<file path="src/rtl/ims_params.svh">
// Constants for the idle-mode and reset-status block.
// Assumes the includer uses these names through macros only.
`ifndef IMS_PARAMS_SVH
`define IMS_PARAMS_SVH

// Register word addresses on the plain port
`define IMS_ADDR_RSC      4'h0
`define IMS_ADDR_OSC      4'h1
`define IMS_ADDR_MODE     4'h2

// Status register bit positions
`define IMS_BIT_PRIO      7
`define IMS_BIT_CFGMM     5
`define IMS_BIT_RSTI      4
`define IMS_BIT_WDEXP     3
`define IMS_BIT_PDN       2
`define IMS_BIT_PON       1
`define IMS_BIT_BRN       0

// Oscillator control bit positions
`define IMS_BIT_IDLE_SEL  0
`define IMS_BIT_SCS_LO    1
`define IMS_BIT_SCS_HI    2
`define IMS_BIT_SOSC_EN   3

// Reset value of the status register after power-up
`define IMS_RSC_RESET     8'h3E

// Clock select codes
`define IMS_SCS_PRIMARY   2'h2
`define IMS_SCS_SECOND    2'h1

// Wake ready delay
`define IMS_WAKE_NS       200
`define IMS_CLK_NS        10
`define IMS_WAKE_CYC      ((`IMS_WAKE_NS + `IMS_CLK_NS - 1) / `IMS_CLK_NS)

`endif

</file>
<file path="src/rtl/ims_pkg.sv">
// Types for the idle-mode and reset-status block.
// Assumes ims_params.svh supplies the numeric constants.
package ims_pkg;

  typedef enum logic [2:0] {
    IMS_MAIN_RUN,
    IMS_SECONDARY_CLOCK_RUN,
    IMS_MAIN_IDLE,
    IMS_SECONDARY_CLOCK_IDLE,
    IMS_SEC_WAIT,
    IMS_WAKE
  } ims_state_t;

  // Reset and event causes, one-cycle pulses
  typedef struct packed {
    logic power_on;
    logic brownout;
    logic config_mismatch;
    logic reset_instr;
    logic watchdog_timeout;
    logic watchdog_clear;
    logic power_save;
  } ims_event_t;

  // Clock and CPU status outputs
  typedef struct packed {
    logic cpu_run;
    logic periph_clk_en;
    logic periph_on_secondary;
    logic primary_osc_on;
    logic primary_osc_ready_status;
    logic secondary_clock_active;
  } ims_clk_t;

endpackage

</file>
<file path="src/rtl/ims_idle_reset.sv">
// Idle-mode sequencer and reset-status register.
// Assumes one clock, synchronous inputs and a single-cycle register port.
// Assumes the core turns power-save, watchdog clear and resets into evt pulses.
//
// Implementation choices: the address-and-strobe port and the address map.
`include "ims_params.svh"
`timescale 1ns/1ps
`default_nettype none

module ims_idle_reset (
  input  wire logic             clk,
  input  wire logic             sys_rst,
  input  wire logic             clk_en,
  input  wire logic [3:0]       reg_addr,
  input  wire logic [7:0]       reg_wdata,
  input  wire logic             reg_wr,
  input  wire logic             reg_rd,
  output logic      [7:0]       reg_rdata,
  input  wire ims_pkg::ims_event_t evt,
  input  wire logic             irq_pending,
  input  wire logic             secondary_osc_running,
  input  wire logic             regulator_enabled,
  output logic                  priority_levels_enable,
  output ims_pkg::ims_clk_t     clk_status
);
  import ims_pkg::*;

  // ----------------------------------------------------------------
  // Registers
  // ----------------------------------------------------------------
  ims_state_t  state_reg;
  ims_state_t  state_next;
  logic [7:0]  rsc_reg;
  logic        idle_on_sleep_select_reg;
  logic [1:0]  system_clock_select_reg;
  logic        secondary_osc_enable_reg;
  logic        wake_secondary_reg;
  logic [7:0]  wake_cnt_reg;
  ims_clk_t    clk_next;
  ims_clk_t    clk_reg;
  logic        any_reset;
  logic        wake_evt;
  logic        wr_rsc;

  // ----------------------------------------------------------------
  // Event decode
  // ----------------------------------------------------------------
  assign any_reset = evt.power_on | evt.brownout | evt.config_mismatch | evt.reset_instr;
  assign wake_evt  = irq_pending | evt.watchdog_timeout;
  assign wr_rsc    = reg_wr && (reg_addr == `IMS_ADDR_RSC);

  // ----------------------------------------------------------------
  // Mode sequencer
  // ----------------------------------------------------------------
  always_comb begin
    state_next = state_reg;
    case (state_reg)
      IMS_MAIN_RUN, IMS_SECONDARY_CLOCK_RUN: begin
        if (evt.power_save && idle_on_sleep_select_reg) begin
          if (system_clock_select_reg == `IMS_SCS_PRIMARY) begin
            state_next = IMS_MAIN_IDLE;
          end else if (system_clock_select_reg == `IMS_SCS_SECOND) begin
            if (!secondary_osc_enable_reg) begin
              state_next = state_reg;
            end else if (!secondary_osc_running) begin
              state_next = IMS_SEC_WAIT;
            end else begin
              state_next = IMS_SECONDARY_CLOCK_IDLE;
            end
          end
        end
      end
      // Peripherals stay gated here rather than run from an unsettled source
      IMS_SEC_WAIT: begin
        if (secondary_osc_running) begin
          state_next = IMS_SECONDARY_CLOCK_IDLE;
        end
      end
      IMS_MAIN_IDLE, IMS_SECONDARY_CLOCK_IDLE: begin
        if (wake_evt) begin
          state_next = IMS_WAKE;
        end
      end
      // Further wake events are ignored here, so the delay is never stretched
      IMS_WAKE: begin
        if (wake_cnt_reg == 8'h01) begin
          state_next = wake_secondary_reg ? IMS_SECONDARY_CLOCK_RUN : IMS_MAIN_RUN;
        end
      end
      default: state_next = IMS_MAIN_RUN;
    endcase
    // Any reset overrides the mode decode above
    if (any_reset) begin
      state_next = IMS_MAIN_RUN;
    end
  end

  always_ff @(posedge clk) begin
    if (sys_rst) begin
      state_reg <= IMS_MAIN_RUN;
    end else if (clk_en) begin
      state_reg <= state_next;
    end
  end

  // ----------------------------------------------------------------
  // Wake delay counter
  // ----------------------------------------------------------------
  // Loaded on the wake event, counts down in IMS_WAKE
  always_ff @(posedge clk) begin
    if (sys_rst) begin
      wake_cnt_reg       <= 8'h00;
      wake_secondary_reg <= 1'b0;
    end else if (clk_en) begin
      if (state_next == IMS_WAKE && state_reg != IMS_WAKE) begin
        wake_cnt_reg       <= 8'(`IMS_WAKE_CYC);
        wake_secondary_reg <= (state_reg == IMS_SECONDARY_CLOCK_IDLE);
      end else if (state_reg == IMS_WAKE && wake_cnt_reg != 8'h00) begin
        wake_cnt_reg <= wake_cnt_reg - 8'h01;
      end
    end
  end

  // ----------------------------------------------------------------
  // Oscillator control register, untouched by wake
  // ----------------------------------------------------------------
  always_ff @(posedge clk) begin
    if (sys_rst) begin
      idle_on_sleep_select_reg <= 1'b0;
      system_clock_select_reg  <= 2'h0;
      secondary_osc_enable_reg <= 1'b0;
    end else if (clk_en) begin
      // The secondary enable survives resets so a running oscillator keeps going
      if (any_reset) begin
        idle_on_sleep_select_reg <= 1'b0;
        system_clock_select_reg  <= 2'h0;
      end else if (reg_wr && reg_addr == `IMS_ADDR_OSC) begin
        idle_on_sleep_select_reg <= reg_wdata[`IMS_BIT_IDLE_SEL];
        system_clock_select_reg  <= reg_wdata[`IMS_BIT_SCS_HI:`IMS_BIT_SCS_LO];
        secondary_osc_enable_reg <= reg_wdata[`IMS_BIT_SOSC_EN];
      end
    end
  end

  // ----------------------------------------------------------------
  // Clock status
  // ----------------------------------------------------------------
  always_comb begin
    clk_next = clk_reg;
    // Status follows state_next so the flags move on the same edge as the mode
    case (state_next)
      IMS_MAIN_RUN, IMS_MAIN_IDLE: begin
        clk_next.primary_osc_on           = 1'b1;
        clk_next.primary_osc_ready_status = 1'b1;
        clk_next.secondary_clock_active   = 1'b0;
        clk_next.periph_on_secondary      = 1'b0;
        clk_next.periph_clk_en            = 1'b1;
      end
      IMS_SECONDARY_CLOCK_RUN, IMS_SECONDARY_CLOCK_IDLE: begin
        clk_next.primary_osc_on           = 1'b0;
        clk_next.primary_osc_ready_status = 1'b0;
        clk_next.secondary_clock_active   = 1'b1;
        clk_next.periph_on_secondary      = 1'b1;
        clk_next.periph_clk_en            = 1'b1;
      end
      IMS_SEC_WAIT: begin
        clk_next.primary_osc_on           = 1'b0;
        clk_next.primary_osc_ready_status = 1'b0;
        clk_next.secondary_clock_active   = 1'b1;
        clk_next.periph_on_secondary      = 1'b1;
        clk_next.periph_clk_en            = 1'b0;
      end
      IMS_WAKE: begin
        clk_next.periph_clk_en = 1'b1;
      end
      default: clk_next.periph_clk_en = 1'b1;
    endcase
    clk_next.cpu_run = (state_next == IMS_MAIN_RUN) || (state_next == IMS_SECONDARY_CLOCK_RUN);
  end

  always_ff @(posedge clk) begin
    if (sys_rst) begin
      clk_reg <= '{cpu_run:                  1'b1,
                   periph_clk_en:            1'b1,
                   periph_on_secondary:      1'b0,
                   primary_osc_on:           1'b1,
                   primary_osc_ready_status: 1'b1,
                   secondary_clock_active:   1'b0};
    end else if (clk_en) begin
      clk_reg <= clk_next;
    end
  end
  assign clk_status = clk_reg;

  // ----------------------------------------------------------------
  // Reset status register
  // ----------------------------------------------------------------
  // Hardware causes are applied after the software write so a cause in the
  // same cycle as a write wins
  always_ff @(posedge clk) begin
    if (sys_rst) begin
      rsc_reg <= `IMS_RSC_RESET;
    end else if (clk_en) begin
      if (wr_rsc) begin
        rsc_reg[`IMS_BIT_PRIO]  <= reg_wdata[`IMS_BIT_PRIO];
        rsc_reg[`IMS_BIT_CFGMM] <= reg_wdata[`IMS_BIT_CFGMM];
        rsc_reg[`IMS_BIT_RSTI]  <= reg_wdata[`IMS_BIT_RSTI];
        rsc_reg[`IMS_BIT_PON]   <= reg_wdata[`IMS_BIT_PON];
        rsc_reg[`IMS_BIT_BRN]   <= reg_wdata[`IMS_BIT_BRN];
      end
      if (evt.power_on) begin
        rsc_reg <= `IMS_RSC_RESET;
        rsc_reg[`IMS_BIT_PON] <= 1'b0;
        rsc_reg[`IMS_BIT_BRN] <= 1'b0;
      end else begin
        if (evt.brownout) begin
          rsc_reg[`IMS_BIT_BRN] <= 1'b0;
        end
        if (evt.config_mismatch) begin
          rsc_reg[`IMS_BIT_CFGMM] <= 1'b0;
        end
        if (evt.reset_instr) begin
          rsc_reg[`IMS_BIT_RSTI] <= 1'b0;
        end
        if (any_reset) begin
          rsc_reg[`IMS_BIT_PRIO] <= 1'b0;
        end
        if (evt.watchdog_timeout) begin
          rsc_reg[`IMS_BIT_WDEXP] <= 1'b0;
        end else if (evt.watchdog_clear || evt.power_save) begin
          rsc_reg[`IMS_BIT_WDEXP] <= 1'b1;
        end
        if (evt.power_save) begin
          rsc_reg[`IMS_BIT_PDN] <= 1'b0;
        end else if (evt.watchdog_clear) begin
          rsc_reg[`IMS_BIT_PDN] <= 1'b1;
        end
      end
    end
  end

  always_ff @(posedge clk) begin
    if (sys_rst) begin
      priority_levels_enable <= 1'b0;
    end else if (clk_en) begin
      priority_levels_enable <= rsc_reg[`IMS_BIT_PRIO];
    end
  end

  // ----------------------------------------------------------------
  // Read port
  // ----------------------------------------------------------------
  always_ff @(posedge clk) begin
    if (sys_rst) begin
      reg_rdata <= 8'h00;
    end else if (clk_en) begin
      reg_rdata <= 8'h00;
      if (reg_rd) begin
        case (reg_addr)
          // Bit 0 is masked at read time, so the stored flag returns with the regulator
          `IMS_ADDR_RSC: begin
            reg_rdata <= {rsc_reg[7], 1'b0, rsc_reg[5:1],
                          rsc_reg[0] & regulator_enabled};
          end
          `IMS_ADDR_OSC: begin
            reg_rdata <= {4'h0, secondary_osc_enable_reg, system_clock_select_reg,
                          idle_on_sleep_select_reg};
          end
          `IMS_ADDR_MODE: begin
            reg_rdata <= {2'h0, clk_reg};
          end
          default: reg_rdata <= 8'h00;
        endcase
      end
    end
  end

endmodule // ims_idle_reset

`default_nettype wire

</file>
<file path="config.mk">
export PLATFORM = sky130hd
export DESIGN_NAME = ims_idle_reset
export DESIGN_NICKNAME = d
export VERILOG_FILES = /design/src/rtl/ims_pkg.sv /design/src/rtl/ims_idle_reset.sv
export VERILOG_INCLUDE_DIRS = /design/src /design/src/rtl
export SDC_FILE = /design/constraint.sdc
export NUM_CORES = 1
export LEC_CHECK = 0
export ABC_AREA = 0
export BUFFER_PORTS_ARGS = -buffer_cell sky130_fd_sc_hd__buf_4
export CELL_PAD_IN_SITES_DETAIL_PLACEMENT = 0
export CELL_PAD_IN_SITES_GLOBAL_PLACEMENT = 1
export CORE_MARGIN = 4
export CORE_UTILIZATION = 44
export CTS_BUF_LIST = sky130_fd_sc_hd__clkbuf_2 sky130_fd_sc_hd__clkbuf_4 sky130_fd_sc_hd__clkbuf_8
export CTS_CLUSTER_DIAMETER = 150
export DETAILED_ROUTE_END_ITERATION = 10
export HOLD_SLACK_MARGIN = 0.12
export PLACE_DENSITY = 0.91
export SLEW_MARGIN = 10
export SYNTH_ARGS = -nofsm -noshare
export SYNTH_HDL_FRONTEND = slang
export SYNTH_SLANG_ARGS = --single-unit
</file>
<file path="constraint.sdc">
create_clock -name clk -period 3.57 [get_ports clk]
set_clock_uncertainty 0.1 [all_clocks]
set_input_delay 0.357 -clock clk [delete_from_list [all_inputs] [get_ports clk]]
set_output_delay 0.357 -clock clk [all_outputs]
set_load 0.01 [all_outputs]
</file>
==> impl_metrics.prom <==
# TYPE chip_impl_metric gauge
chip_impl_info{name="synth_largest_area_cell",value="sky130_fd_sc_hd__dfxtp_1"} 1
chip_impl_metric{name="cts_hold_buf",unit=""} 0
chip_impl_info{name="holdCritStartpoint",value="reg_wdata[1]"} 1
chip_impl_metric{name="instances_no_fill",unit=""} 307
chip_impl_metric{name="final_critical_path_setup_slack",unit="ns"} 1.44
chip_impl_metric{name="grt_util_all_layers",unit=""} 0.184
chip_impl_info{name="rsz0062_at_grt",value="no"} 1
chip_impl_metric{name="drv_slew",unit=""} 0
chip_impl_metric{name="grt_max_degree",unit=""} 31
chip_impl_metric{name="grt_antenna_before_repair",unit=""} 0
chip_impl_metric{name="initial_utilization",unit=""} 0.461
chip_impl_info{name="synth_ff_type",value="sky130_fd_sc_hd__dfxtp_1"} 1
chip_impl_metric{name="vias_in_the_first_global_route",unit=""} 1635
chip_impl_metric{name="seq_area_frac_synth",unit=""} 0.377
chip_impl_metric{name="core",unit="µm²"} 4030
chip_impl_info{name="leading_cell_type_in_the_layout_fill_and_taps_excluded",value="sky130_fd_sc_hd__nor2_1"} 1
chip_impl_metric{name="finalSetupViolCount",unit=""} 0
chip_impl_metric{name="cell_row_count",unit=""} 23
chip_impl_metric{name="hold_ws",unit="ns"} 0.213
chip_impl_metric{name="worst_setup_hold_path_clk_slew",unit="ns"} 0.07
chip_impl_metric{name="max-cap-violations",unit=""} 0
chip_impl_metric{name="buffer_ports.inserted",unit=""} 39
chip_impl_metric{name="post-route-min-period",unit="ns"} 2.13
chip_impl_metric{name="die-width",unit="µm"} 73.0
chip_impl_metric{name="drt_pre_antenna_iters",unit=""} 5
chip_impl_metric{name="drc_errors",unit=""} 0
chip_impl_metric{name="synth-warning-count",unit=""} 0
chip_impl_info{name="global_route.peak_usage_layer",value="met2"} 1
chip_impl_info{name="result_of_the_run",value="finished clean"} 1
chip_impl_metric{name="dp_cells",unit=""} 300
chip_impl_info{name="hold_path.class",value="in -> reg"} 1
chip_impl_metric{name="via_per_inst",unit=""} 5.51
chip_impl_metric{name="die_height",unit="µm"} 73.0
chip_impl_metric{name="syn2layout_area_growth",unit="%"} 19.8
chip_impl_info{name="start_kind",value="flop"} 1
chip_impl_metric{name="detail_route.wirelength",unit="µm"} 4520
chip_impl_metric{name="stdcell_area",unit="µm²"} 2220
chip_impl_metric{name="hold_fails_final_rpt",unit=""} 0
chip_impl_metric{name="min_period_over_period",unit=""} 0.596
chip_impl_metric{name="syn_inst",unit=""} 225
chip_impl_info{name="tritoncts",value="done"} 1
chip_impl_metric{name="cts_sinks",unit=""} 35
chip_impl_metric{name="timing.max_slew.rel_slack",unit=""} 0.649
chip_impl_metric{name="post_cts.repair.setup_buffers",unit=""} 0
chip_impl_metric{name="placedInstanceArea",unit="µm²"} 2140
chip_impl_info{name="most-common-layout-cells",value="sky130_fd_sc_hd__nor2_1, sky130_fd_sc_hd__buf_4, sky130_fd_sc_hd__dfxtp_1, sky130_fd_sc_hd__a21oi_1, sky130_fd_sc_hd__nand2_1"} 1
chip_impl_metric{name="grt_remaining_overflow",unit=""} 0
chip_impl_metric{name="power-per-cell-area",unit="nW/µm²"} 343
chip_impl_metric{name="grt.met2_usage",unit=""} 0.287
chip_impl_info{name="rr_startpoint",value="state_reg[2]$_SDFFE_PP0P_"} 1
chip_impl_metric{name="dieArea",unit="µm²"} 5320
chip_impl_metric{name="finalWeightedCongestion",unit=""} 0.882
chip_impl_metric{name="total_power",unit="µW"} 762
chip_impl_metric{name="mappedNetlistNets",unit=""} 255
chip_impl_metric{name="post_synth_instance_area",unit="µm²"} 1860
chip_impl_metric{name="crit_path_max_fanout",unit=""} 11
chip_impl_info{name="cts_root_buf",value="sky130_fd_sc_hd__clkbuf_8"} 1
chip_impl_metric{name="postSynth.asyncResetShare",unit=""} 0
chip_impl_metric{name="dr.first_iter.drc_count",unit=""} 169
chip_impl_info{name="worst_setup_path_end_kind",value="flop"} 1
chip_impl_metric{name="largest_reg_flops",unit=""} 8
chip_impl_metric{name="ys_seq_elements",unit=""} 35
chip_impl_metric{name="drtAntennaViolNets",unit=""} 0
chip_impl_metric{name="cts-root-to-sink-buffers",unit=""} 2
chip_impl_metric{name="synth.distinct_cells",unit=""} 50
chip_impl_metric{name="highest_achievable_clock_rate",unit="GHz"} 0.470
chip_impl_metric{name="via_count",unit=""} 1692
chip_impl_metric{name="layout.core_utilization",unit=""} 0.552
chip_impl_metric{name="critical_path_required",unit="ns"} 3.66
chip_impl_metric{name="postSynthAreaPerCell",unit="µm²"} 8.25
chip_impl_metric{name="p_sw_frac",unit=""} 0.238
chip_impl_metric{name="synth_enable_flop_cells",unit=""} 0
chip_impl_info{name="post_synth_main_area_contributors",value="sky130_fd_sc_hd__dfxtp_1, sky130_fd_sc_hd__nor2_1, sky130_fd_sc_hd__a21oi_1"} 1
chip_impl_metric{name="pre_cts_ws",unit="ns"} 1.47
chip_impl_metric{name="crit_arrival",unit="ns"} 2.21
chip_impl_metric{name="clock_power_share",unit=""} 0.382
chip_impl_metric{name="worst_ir_drop_vdd",unit="mV"} 0.171
chip_impl_metric{name="worstSkewPairLatency",unit="ns"} 0.29
chip_impl_metric{name="io_pins",unit=""} 42
chip_impl_metric{name="power.static_leakage",unit="nW"} 0.824
chip_impl_metric{name="routed_wire_length_per_instance",unit="µm"} 14.7
chip_impl_metric{name="final_layout_size_suffix_gt1_frac",unit=""} 0.218
chip_impl_metric{name="max_slew.worst_pin.slew",unit="ns"} 0.525
chip_impl_metric{name="cts_repair_resize_count",unit=""} 0
chip_impl_metric{name="grtUsageMet3",unit=""} 0.0455
chip_impl_metric{name="synth_top_cell_area_share",unit=""} 0.377
chip_impl_metric{name="share_of_total_power_in_sequential_cells",unit=""} 0.523
chip_impl_metric{name="global_route_wire_length_before_repair",unit="µm"} 7600
chip_impl_metric{name="number_of_buffers_created_by_cts",unit=""} 5
chip_impl_metric{name="finalNetCount",unit=""} 287
chip_impl_metric{name="antenna-diode-count",unit=""} 0
chip_impl_metric{name="cellInternalPower",unit="µW"} 581
chip_impl_metric{name="global_route.usage.met1",unit=""} 0.247
chip_impl_info{name="critPathLaunch",value="state_reg[2]$_SDFFE_PP0P_"} 1
chip_impl_metric{name="place.detailed.hpwl",unit="µm"} 3400
chip_impl_metric{name="p_switching",unit="µW"} 182
chip_impl_info{name="path_class",value="reg -> reg"} 1
chip_impl_metric{name="p_comb_frac",unit=""} 0.095
chip_impl_metric{name="post_route_setup_tns",unit="ns"} 0
chip_impl_metric{name="cts_htree_levels",unit=""} 2
## Yosys cell counts (2+ instances only)
cell type and n:
sky130_fd_sc_hd__nand4_1 3, sky130_fd_sc_hd__a21o_1 2, sky130_fd_sc_hd__nor3b_1 3, sky130_fd_sc_hd__nand2b_1 3, sky130_fd_sc_hd__buf_2 3, sky130_fd_sc_hd__nand3b_1 2
sky130_fd_sc_hd__nand4bb_1 2, sky130_fd_sc_hd__or2_2 3, sky130_fd_sc_hd__inv_1 4, sky130_fd_sc_hd__a21oi_1 22, sky130_fd_sc_hd__or3_1 2, sky130_fd_sc_hd__a311oi_1 2
sky130_fd_sc_hd__o21ai_0 6, sky130_fd_sc_hd__buf_4 4, sky130_fd_sc_hd__nor2_1 42, sky130_fd_sc_hd__dfxtp_1 35, sky130_fd_sc_hd__xor2_1 5, sky130_fd_sc_hd__clkbuf_1 6
sky130_fd_sc_hd__ha_1 3, sky130_fd_sc_hd__a311o_1 2, sky130_fd_sc_hd__mux2i_1 8, sky130_fd_sc_hd__nand4b_1 3, sky130_fd_sc_hd__o32ai_1 2, sky130_fd_sc_hd__a22oi_1 3
sky130_fd_sc_hd__a2bb2oi_1 6, sky130_fd_sc_hd__nand3_1 9, sky130_fd_sc_hd__nor3_1 7, sky130_fd_sc_hd__nand2_1 11
## power groups by stage
stage	sequential [mW]	clock [mW]	combinational (mW)
floorplan	0.406	0	0.0401
global route	0.399	0.313	0.0793
global placement	0.407	0	0.0714
CTS	0.399	0.298	0.0724
finish	0.399	0.291	0.0724
detailed placement	0.408	0	0.0725
## cell families after synthesis
group           synth area share
other cells              0.00202
mux                       0.0492
simple gates               0.290
fa+ha+maj                 0.0202
buf+inv                   0.0546
xor+xnor                  0.0236
flops                      0.377
compound gates             0.183
## layout make-up
cell class              count  area, µm²
inverters                   5       18.8
well taps                  50       62.6
clock buffers               6       82.6
clock inverters             1       5.00
multi-input cells         170       1050
fillers                   408       1800
flip-flops and latches     35        701
repair buffers             40        300
## worst max-delay path: stages, from the launching register on
cell,delay (ns)
sky130_fd_sc_hd__dfxtp_1,0.60
sky130_fd_sc_hd__nand2b_1,0.19
sky130_fd_sc_hd__o32ai_1,0.41
sky130_fd_sc_hd__nor3_1,0.16
sky130_fd_sc_hd__a311o_1,0.40
sky130_fd_sc_hd__a21o_1,0.16
## per-layer routing
| metal | up-vias | share of wire |
|---|---|---|
| li1 | 868 | - |
| met1 | 773 | 0.48 |
| met2 | 45 | 0.46 |
| met3 | 6 | 0.049 |
| met4 | 0 | 0.014 |
| met5 | - | 0 |
## final timing paths
kind,to,slack [ns],depth (start not counted)
worst max-delay path,clk_status[2]$_SDFFE_PP1P_,1.44,5
worst min-delay path,system_clock_select_reg[0]$_SDFFE_PP0P_,0.21,3
worst max register to register,clk_status[2]$_SDFFE_PP1P_,1.44,5
worst min register to register,reg_rdata[7]$_SDFFE_PP0P_,0.36,2
No activity file was read; power rests on OpenSTA's default activity.
